### src/design/edge_sched_pkg.sv
// Constants and types for the output compare channel
package edge_sched_pkg;

  // ----------------------------------------
  // Register map
  // ----------------------------------------
  localparam logic [3:0] ADDR_CTRL = 4'h0;
  localparam logic [3:0] ADDR_DELAY = 4'h1;
  localparam logic [3:0] ADDR_REF_TIME = 4'h2;
  localparam logic [3:0] ADDR_RATIO = 4'h3;
  localparam logic [3:0] ADDR_MATCH = 4'h4;
  localparam logic [3:0] ADDR_TB1 = 4'h5;
  localparam logic [3:0] ADDR_TB2 = 4'h6;
  localparam logic [3:0] ADDR_STATUS = 4'h7;
  localparam logic [3:0] ADDR_MASK = 4'h8;
  localparam logic [3:0] ADDR_SERVICE = 4'h9;

  // ----------------------------------------
  // Control field positions
  // ----------------------------------------
  localparam int CTRL_EDGE_LSB = 0;
  localparam int CTRL_SEQ_LSB = 2;
  localparam int CTRL_PRIO_LSB = 4;
  localparam int CTRL_IEN_BIT = 6;
  localparam int CTRL_TBSEL_BIT = 7;

  // ----------------------------------------
  // Reset values and fixed counts
  // ----------------------------------------
  localparam logic [15:0] CTRL_RESET = 16'h0000;
  localparam logic [15:0] MASK_RESET = 16'h0003;
  localparam logic [1:0] CALC_CYCLES = 2'h2;
  localparam int STAT_SERVICE_BIT = 0;
  localparam int STAT_OVERRUN_BIT = 1;

  // Edge action
  typedef enum logic [1:0] {
    EDGE_NONE = 2'h0,
    EDGE_HIGH = 2'h1,
    EDGE_LOW = 2'h2,
    EDGE_TOGGLE = 2'h3
  } edge_act_t;

  // Service request codes
  typedef enum logic [1:0] {
    SVC_NONE = 2'h0,
    SVC_PULSE = 2'h1,
    SVC_UNUSED = 2'h2,
    SVC_CONT = 2'h3
  } svc_t;

  // Priority codes
  typedef enum logic [1:0] {
    PRIO_OFF = 2'h0,
    PRIO_LOW = 2'h1,
    PRIO_MED = 2'h2,
    PRIO_HIGH = 2'h3
  } prio_t;

  // Channel sequencer, Gray along idle-calc-run and idle-arm
  typedef enum logic [1:0] {
    ST_IDLE = 2'h0,
    ST_ARMED = 2'h2,
    ST_CALC = 2'h1,
    ST_RUN = 2'h3
  } state_t;

endpackage : edge_sched_pkg

### src/design/output_compare_channel.sv
// Output compare channel with host pulse, referenced and continuous modes
`timescale 1ns/1ps
module output_compare_channel
  import edge_sched_pkg::*;
(
  // Clock and reset
  input wire logic clk,
  input wire logic reset_n,
  // Register port
  input wire logic [3:0] reg_addr,
  input wire logic [15:0] reg_wdata,
  input wire logic reg_wr,
  input wire logic reg_rd,
  output logic [15:0] reg_rdata,
  // Shared timebases, same clock
  input wire logic [15:0] timebase_one_count,
  input wire logic [15:0] timebase_two_count,
  // Link from another channel and its referenced period
  input wire logic link_in,
  input wire logic [15:0] period_reference_value,
  // Scheduler grant for this channel's service
  input wire logic service_grant,
  // Outputs
  output logic pin_out,
  output logic [1:0] service_prio,
  output logic service_req,
  output logic irq
);

  // ----------------------------------------
  // Registers
  // ----------------------------------------
  logic [15:0] ctrl_q;
  logic [15:0] delay_q;
  logic [15:0] ref_time_q;
  logic [15:0] ratio_q;
  logic [15:0] match_q;
  logic [15:0] offset_q;
  logic [15:0] tb1_cap_q;
  logic [15:0] tb2_cap_q;
  logic [15:0] status_q;
  logic [15:0] mask_q;
  logic [1:0] svc_q;
  logic [1:0] calc_cnt_q;
  state_t state_q;
  logic cont_q;

  edge_act_t edge_act;
  prio_t prio;
  logic seq_sample;
  logic [15:0] now;
  logic matched;
  logic fire;
  logic svc_event;
  logic [31:0] product;
  logic svc_wr;
  logic enabled;

  assign edge_act = edge_act_t'(ctrl_q[CTRL_EDGE_LSB +: 2]);
  assign prio = prio_t'(ctrl_q[CTRL_PRIO_LSB +: 2]);
  assign seq_sample = ctrl_q[CTRL_SEQ_LSB + 1];
  assign enabled = (prio != PRIO_OFF);
  assign now = ctrl_q[CTRL_TBSEL_BIT] ? timebase_two_count : timebase_one_count;
  assign matched = (now == match_q);
  assign svc_wr = reg_wr && (reg_addr == ADDR_SERVICE);
  // Ratio is a 0.16 fraction so offset is period scaled down
  assign product = period_reference_value * ratio_q;

  // ----------------------------------------
  // Host register writes
  // ----------------------------------------
  always_ff @(posedge clk or negedge reset_n) begin
    if (!reset_n) begin
      ctrl_q <= CTRL_RESET;
      delay_q <= 16'h0000;
      ref_time_q <= 16'h0000;
      ratio_q <= 16'h0000;
      mask_q <= MASK_RESET;
    end else if (reg_wr) begin
      unique case (reg_addr)
        ADDR_CTRL: ctrl_q <= reg_wdata;
        ADDR_DELAY: delay_q <= reg_wdata;
        ADDR_REF_TIME: ref_time_q <= reg_wdata;
        ADDR_RATIO: ratio_q <= reg_wdata;
        ADDR_MASK: mask_q <= reg_wdata;
        default: ;
      endcase
    end
  end

  // ----------------------------------------
  // Sequencer: pending service, arming and continuous run
  // ----------------------------------------
  // The host write only latches the code; it runs when this channel is granted,
  // so a disabled channel keeps its request pending but never acts.
  assign fire = (svc_q != SVC_NONE) && service_grant && enabled;
  // The unused code is dropped silently, so it raises no service flag
  assign svc_event = (fire && svc_q != SVC_UNUSED)
                     || ((state_q == ST_ARMED || state_q == ST_RUN) && matched
                         && !seq_sample && enabled);

  always_ff @(posedge clk or negedge reset_n) begin
    if (!reset_n) begin
      svc_q <= SVC_NONE;
    end else if (svc_wr) begin
      svc_q <= reg_wdata[1:0];
    end else if (fire) begin
      svc_q <= SVC_NONE;
    end
  end

  always_ff @(posedge clk or negedge reset_n) begin
    if (!reset_n) begin
      state_q <= ST_IDLE;
      match_q <= 16'h0000;
      offset_q <= 16'h0000;
      calc_cnt_q <= 2'h0;
      cont_q <= 1'b0;
    end else if (fire && seq_sample) begin
      state_q <= ST_IDLE;
    end else if (fire && svc_q == SVC_PULSE) begin
      // Edge now, second edge after delay from the reference or from now
      state_q <= ST_ARMED;
      cont_q <= 1'b0;
      match_q <= ((ref_time_q != 16'h0000) ? ref_time_q : now) + delay_q;
    end else if (fire && svc_q == SVC_CONT) begin
      state_q <= ST_IDLE;
      cont_q <= 1'b1;
    end else begin
      unique case (state_q)
        ST_IDLE: begin
          if (cont_q && link_in && enabled && !seq_sample) begin
            state_q <= ST_CALC;
            offset_q <= product[31:16];
            calc_cnt_q <= CALC_CYCLES;
          end
        end
        ST_ARMED: begin
          if (matched) begin
            state_q <= ST_IDLE;
          end
        end
        ST_CALC: begin
          if (calc_cnt_q == 2'h1) begin
            state_q <= ST_RUN;
            match_q <= now + offset_q;
          end
          calc_cnt_q <= calc_cnt_q - 2'h1;
        end
        ST_RUN: begin
          if (matched) begin
            match_q <= match_q + offset_q;
          end
        end
      endcase
    end
  end

  // ----------------------------------------
  // Pin drive
  // ----------------------------------------
  always_ff @(posedge clk or negedge reset_n) begin
    if (!reset_n) begin
      pin_out <= 1'b0;
    end else if ((fire && svc_q == SVC_PULSE && !seq_sample) ||
                 (state_q == ST_ARMED && matched)) begin
      unique case (edge_act)
        EDGE_HIGH: pin_out <= 1'b1;
        EDGE_LOW: pin_out <= 1'b0;
        EDGE_TOGGLE: pin_out <= !pin_out;
        EDGE_NONE: pin_out <= pin_out;
      endcase
    end else if (state_q == ST_RUN && matched && enabled) begin
      pin_out <= !pin_out;
    end
  end

  // ----------------------------------------
  // Timebase sampling
  // ----------------------------------------
  always_ff @(posedge clk or negedge reset_n) begin
    if (!reset_n) begin
      tb1_cap_q <= 16'h0000;
      tb2_cap_q <= 16'h0000;
    end else if (fire && seq_sample) begin
      tb1_cap_q <= timebase_one_count;
      tb2_cap_q <= timebase_two_count;
    end
  end

  // ----------------------------------------
  // Status, mask and interrupt
  // ----------------------------------------
  // Set wins over the read-clear so an event in the read cycle survives.
  always_ff @(posedge clk or negedge reset_n) begin
    if (!reset_n) begin
      status_q <= 16'h0000;
    end else begin
      for (int i = 0; i < 16; i++) begin
        if (i == STAT_SERVICE_BIT && svc_event && ctrl_q[CTRL_IEN_BIT]) begin
          status_q[i] <= 1'b1;
        end else if (i == STAT_OVERRUN_BIT && svc_wr && svc_q != SVC_NONE) begin
          status_q[i] <= 1'b1;
        end else if (reg_rd && reg_addr == ADDR_STATUS) begin
          status_q[i] <= 1'b0;
        end
      end
    end
  end

  always_ff @(posedge clk or negedge reset_n) begin
    if (!reset_n) begin
      irq <= 1'b0;
      service_req <= 1'b0;
      service_prio <= 2'h0;
    end else begin
      irq <= |(status_q & mask_q);
      service_req <= (svc_q != SVC_NONE) && enabled && !fire;
      service_prio <= prio;
    end
  end

  // ----------------------------------------
  // Read data, one cycle after the strobe
  // ----------------------------------------
  always_ff @(posedge clk or negedge reset_n) begin
    if (!reset_n) begin
      reg_rdata <= 16'h0000;
    end else if (reg_rd) begin
      unique case (reg_addr)
        ADDR_CTRL: reg_rdata <= ctrl_q;
        ADDR_DELAY: reg_rdata <= delay_q;
        ADDR_REF_TIME: reg_rdata <= ref_time_q;
        ADDR_RATIO: reg_rdata <= ratio_q;
        ADDR_MATCH: reg_rdata <= match_q;
        ADDR_TB1: reg_rdata <= tb1_cap_q;
        ADDR_TB2: reg_rdata <= tb2_cap_q;
        ADDR_STATUS: reg_rdata <= status_q;
        ADDR_MASK: reg_rdata <= mask_q;
        ADDR_SERVICE: reg_rdata <= {offset_q[15:2], svc_q};
        default: reg_rdata <= 16'h0000;
      endcase
    end else begin
      reg_rdata <= 16'h0000;
    end
  end

  // ----------------------------------------
  // Checks
  // ----------------------------------------
  property p_run_toggle;
    @(posedge clk) disable iff (!reset_n)
      (state_q == ST_RUN && matched && enabled && !fire) |=> (pin_out != $past(pin_out));
  endproperty
  a_run_toggle: assert property (p_run_toggle) else $error("run match did not toggle");

  property p_next_match;
    @(posedge clk) disable iff (!reset_n)
      (state_q == ST_RUN && matched && !fire) |=> (match_q == $past(match_q) + $past(offset_q));
  endproperty
  a_next_match: assert property (p_next_match) else $error("next match drifted");

  property p_calc_delay;
    @(posedge clk) disable iff (!reset_n)
      ($rose(state_q == ST_CALC)) |-> (state_q == ST_CALC) [*2] ##1 (state_q == ST_RUN || fire);
  endproperty
  a_calc_delay: assert property (p_calc_delay) else $error("calc delay wrong");

  property p_offset;
    @(posedge clk) disable iff (!reset_n)
      (state_q == ST_IDLE && cont_q && link_in && enabled && !seq_sample && !fire)
        |=> (offset_q == $past(product[31:16]));
  endproperty
  a_offset: assert property (p_offset) else $error("offset not period times ratio");

  property p_high;
    @(posedge clk) disable iff (!reset_n)
      (fire && svc_q == SVC_PULSE && !seq_sample && edge_act == EDGE_HIGH) |=> pin_out;
  endproperty
  a_high: assert property (p_high) else $error("pin not driven high");

  property p_pulse_arm;
    @(posedge clk) disable iff (!reset_n)
      (fire && svc_q == SVC_PULSE && !seq_sample) |=> (state_q == ST_ARMED);
  endproperty
  a_pulse_arm: assert property (p_pulse_arm) else $error("pulse not armed");

  property p_sample;
    @(posedge clk) disable iff (!reset_n)
      (fire && seq_sample) |=> (tb1_cap_q == $past(timebase_one_count)) && !svc_q[0];
  endproperty
  a_sample: assert property (p_sample) else $error("timebase not sampled");

  property p_disabled;
    @(posedge clk) disable iff (!reset_n)
      (prio == PRIO_OFF && !svc_wr) |=> (!service_req && svc_q == $past(svc_q));
  endproperty
  a_disabled: assert property (p_disabled) else $error("disabled channel acted on request");

  property p_ien;
    @(posedge clk) disable iff (!reset_n)
      (svc_event && ctrl_q[CTRL_IEN_BIT]) |=> status_q[STAT_SERVICE_BIT];
  endproperty
  a_ien: assert property (p_ien) else $error("service flag lost");

  property p_now_match;
    @(posedge clk) disable iff (!reset_n)
      (fire && svc_q == SVC_PULSE && !seq_sample && ref_time_q == 16'h0000)
        |=> (match_q == $past(now) + $past(delay_q));
  endproperty
  a_now_match: assert property (p_now_match) else $error("pulse delay not from now");

  property p_ref_match;
    @(posedge clk) disable iff (!reset_n)
      (fire && svc_q == SVC_PULSE && !seq_sample && ref_time_q != 16'h0000)
        |=> (match_q == $past(ref_time_q) + $past(delay_q));
  endproperty
  a_ref_match: assert property (p_ref_match) else $error("edge not at ref plus delay");

  property p_armed_edge;
    @(posedge clk) disable iff (!reset_n)
      (state_q == ST_ARMED && matched && !fire && edge_act == EDGE_TOGGLE)
        |=> (pin_out != $past(pin_out));
  endproperty
  a_armed_edge: assert property (p_armed_edge) else $error("delayed edge missing");

  property p_prio_high;
    @(posedge clk) disable iff (!reset_n)
      (prio == PRIO_HIGH) |=> (service_prio == PRIO_HIGH);
  endproperty
  a_prio_high: assert property (p_prio_high) else $error("high priority not reported");

  property p_ien_off;
    @(posedge clk) disable iff (!reset_n)
      (!ctrl_q[CTRL_IEN_BIT] && !status_q[STAT_SERVICE_BIT]) |=> !status_q[STAT_SERVICE_BIT];
  endproperty
  a_ien_off: assert property (p_ien_off) else $error("service flag set while gated");

  property p_unused;
    @(posedge clk) disable iff (!reset_n)
      (fire && svc_q == SVC_UNUSED && state_q == ST_IDLE && !svc_wr)
        |=> ($stable(pin_out) && svc_q == SVC_NONE);
  endproperty
  a_unused: assert property (p_unused) else $error("unused service code acted on");

endmodule // output_compare_channel

### config.mk
export PLATFORM = sky130hd
export DESIGN_NAME = output_compare_channel
export DESIGN_NICKNAME = d
export VERILOG_FILES = /design/src/design/edge_sched_pkg.sv /design/src/design/output_compare_channel.sv
export SDC_FILE = /design/constraint.sdc
export NUM_CORES = 1
export LEC_CHECK = 0
export BUFFER_PORTS_ARGS = -buffer_cell sky130_fd_sc_hd__buf_2
export CORE_ASPECT_RATIO = 0.7
export CORE_MARGIN = 2
export CORE_UTILIZATION = 60
export DETAILED_ROUTE_END_ITERATION = 7
export GPL_TIMING_DRIVEN = 0
export PLACE_DENSITY = 0.79
export SLEW_MARGIN = 5
export SYNTH_ARGS = -nofsm -noshare
export SYNTH_HDL_FRONTEND = slang
export SYNTH_SLANG_ARGS = --single-unit
### constraint.sdc
create_clock -name clk -period 7.4 [get_ports clk]
set_input_delay 0.74 -clock clk [delete_from_list [all_inputs] [get_ports clk]]
set_output_delay 0.74 -clock clk [all_outputs]
set_load 0.01 [all_outputs]
==> flow_summary_export.csv <==
group,metric,value,unit
min_path,hp-class,"in2async",
grt,antenna_found_initial,2,
critical_path,cpMostUsedCell,"fa_1",
sta,finClkSkew,10.52,ps
sta,fin_crit,6959,ps
synthesis,async_flop_share,1.000,
critical_path,cp-start-kind,"register",
synthesis,yosysMostFrequentCell,"inv_1",
floorplan,fp.dieW,207.5,um
sta,max_clock_freq,143.7,MHz
clock_tree,htreeDepth,4,
critical_path,rr_endpoint,"offset_q[13]",
run_status,status,"finished, final reports clean",
routing,avgViaCountPerCell,6.225,
sta,tightest_slew,1292,ps
synthesis,synth.distinct_cells,67,
critical_path,reg2reg_from,"ratio_q[9]",
routing,vias,14110,
grt,grt_pass1_vias,14050,
synthesis,synth_flop_cell,"dfrtp_1",
critical_path,path_max_fanout,10,
synthesis,synth_nets,2165,
clock_tree,clock_latency,450,ps
floorplan,core_area,0.02869,mm^2
floorplan,ioPinCount,95,
sta,worst_slack,441.1,ps
clock_tree,postCtsSetupBuffers,0,
synthesis,ys_top_cells_by_count,"222 x inv_1, 195 x fa_1, 194 x nand2_1",
clock_tree,numCtsBuffers,17,
routing,wl_per_cell,23.03,um
routing,first_iter_violations,1511,
critical_path,worstPathRequired,7730,ps
grt,grt_overflow,0,
critical_path,cp_cell_sequence,"buf_1, clkbuf_2, nand2_1, fa_1, fa_1, inv_1, fa_1, fa_1, fa_1, inv_1, fa_1, inv_1, ha_1, nand4_1, a2111oi_0, o211ai_1, o2111ai_1, nand4_1, o21ai_1, mux2i_1, nand3_1",
placed_design,post-place-ws,26.00,ps
placed_design,dp_hpwl,42.21,mm
synthesis,synth_top_area_frac,0.2475,
grt,grt_pass1_wl,80.63,mm
critical_path,cp-startpoint,"ratio_q[9]",
clock_tree,cts_max_path_buffers,2,
sta,rsz0062_at_grt,"yes",
synthesis,synth_edf_count,0,
synthesis,syn_area_per_cell,9.857,um^2
clock_tree,path_clk_slew,70,ps
synthesis,synthesis.instances,1764,
floorplan,placement_rows,52,
sta,max_slew_margin,0.1320,
critical_path,r2r.worst_path.cells,21,
sta,maxSlewViolCount,0,
sta,setup_viol,0,
floorplan,start_util,0.6060,
synthesis,synth_top_area_cell,"dfrtp_1",
synthesis,ys_seq_area_frac,0.2506,
synthesis,synth_area,0.01739,mm^2
floorplan,dieArea,0.03038,mm^2
critical_path,arrival,7280,ps
synthesis,synth_seq_cells,174,
clock_tree,clkSinkCount,174,
clock_tree,tritoncts,"yes",
critical_path,max_stage_delay,580,ps
routing,drt_wl_total,52.22,mm
critical_path,r2r_setup_slack,440,ps
placed_design,place_congestion,0.9950,
grt,grt_max_degree,97,
routing,drc,0,
floorplan,die_h,146.4,um
routing,route.antenna.remaining_nets,0,
finish,area_growth,9.160,%
job,cap_violations,0,
clock_tree,root_buffer,"clkbuf_16",
grt,track_usage,0.3522,
critical_path,slowest_stage,"fa_1",
critical_path,crit_type,"reg2reg",
finish,final_layout_size_suffix_gt1_frac,0.1325,
critical_path,cp-end-kind,"register",
sta,finalHoldViolations,0,
synthesis,synth_area_leaders,"dfrtp_1 25%, fa_1 22%, ha_1 9.5%",
critical_path,crit_end,"offset_q[13]",
finish,final_nets,2276,
routing,drt_pass1_iterations,6,
placed_design,portBuffers,91,
synthesis,yosys_warnings,0,
sta,period_share,0.9404,
==> area by class of cell <==
cell class | instances | area [um^2]
clock buffers | 17 | 425.4
diodes | 2 | 5.005
inverters | 222 | 833.3
multi-input cells | 1290 | 11880
repair buffers | 92 | 493.0
fillers | 2296 | 9712
clock inverters | 14 | 172.7
well taps | 378 | 473.0
flip-flops and latches | 174 | 4357
plain buffers | 78 | 345.3
==> registers in the layout (all words and copies together), names as in the netlist, 16 cells and up <==
register	cells
offset_q	16
delay_q	16
match_q	16
ref_time_q	16
ratio_q	16
ctrl_q	16
reg_rdata	16
tb1_cap_q	16
mask_q	16
tb2_cap_q	16
==> cell families (layout without fill, tap and decap cells) <==
group           Yosys count  in the layout  share of synthesized area
compound gates          277            277                     0.1084
xor+xnor                 54             54                    0.02720
fa+ha+maj               327            327                     0.3195
buf+inv                 300            423                    0.06670
flops                   174            174                     0.2506
mux                     142            142                    0.09196
other cells               0              2                          0
simple gates            490            490                     0.1356
==> worst max-delay path: cells and delay by family (launching register included) <==
family                     cells  cell delay [ps]
AOI/OAI and AO/OA              4             1240
buffers and inverters          5             1030
adders and majority gates      7             3340
DFF                            1              330
and+or+nand+nor                4              670
muxes                          1              230
==> worst min path at each step <==
stage | startpoint | to | slack [ps]
after detailed placement | pin_out | pin_out | 470
after CTS | reset_n | ratio_q[12] | 270
final | reset_n | ratio_q[12] | 230
after global placement | pin_out | pin_out | 460
after floorplan | ctrl_q[4] | service_prio[0] | 400
after global routing | reset_n | ratio_q[12] | 300
==> what timing repair did <==
action | 4_1_cts | 5_1_grt
setup endpoints to repair | 0 | 8
hold buffers | 0 | 0
gates resized for setup | 0 | 31
==> per-layer routing <==
metal	up-vias	track usage	routed length (um)
met5	-	0	0
met4	0	0.09393	1442
met3	123	0.1112	6634
met2	838	0.4987	21680
met1	7024	0.5235	22460
li1	6128	-	-
==> through the flow <==
stage | TNS (ps) | util | hold slack (ps) | std cells | area, um^2
3_3_place_gp | 0 | 0.6384 | 462.5 | 2233 | 18320
5_1_grt | -21.72 | 0.6613 | 302.6 | 2265 | 18980
6_report | 0 | 0.6615 | 234.4 | 2267 | 18980
2_1_floorplan | 0 | - | 402.3 | 1764 | 17390
4_1_cts | 0 | 0.6605 | 274.2 | 2265 | 18950
3_5_place_dp | 0 | 0.6397 | 474.0 | 2234 | 18350
==> layout by cell type, fill, tap and decap left out, types with 8 or more instances in the layout <==
cell type / n
a211oi_1: 10
a21o_1: 10
a21oi_1: 60
a221oi_1: 8
a222oi_1: 11
a22o_1: 11
a22oi_1: 35
a31oi_1: 16
and2_1: 128
buf_2: 90
clkbuf_1: 57
clkbuf_16: 17
clkbuf_2: 12
dfrtp_1: 172
fa_1: 195
ha_1: 132
inv_1: 222
mux2_1: 26
mux2_2: 94
mux2i_1: 17
nand2_1: 194
nand3_1: 20
nand4_1: 10
nor2_1: 73
nor3_1: 19
nor4_1: 10
o21a_1: 8
o21ai_0: 28
o21ai_1: 21
o21bai_1: 19
xnor2_1: 40
xor2_1: 14
Power is left out: the tool's default activity adds up to more than one toggle a clock period on the data nets, which glitch-free logic cannot reach.
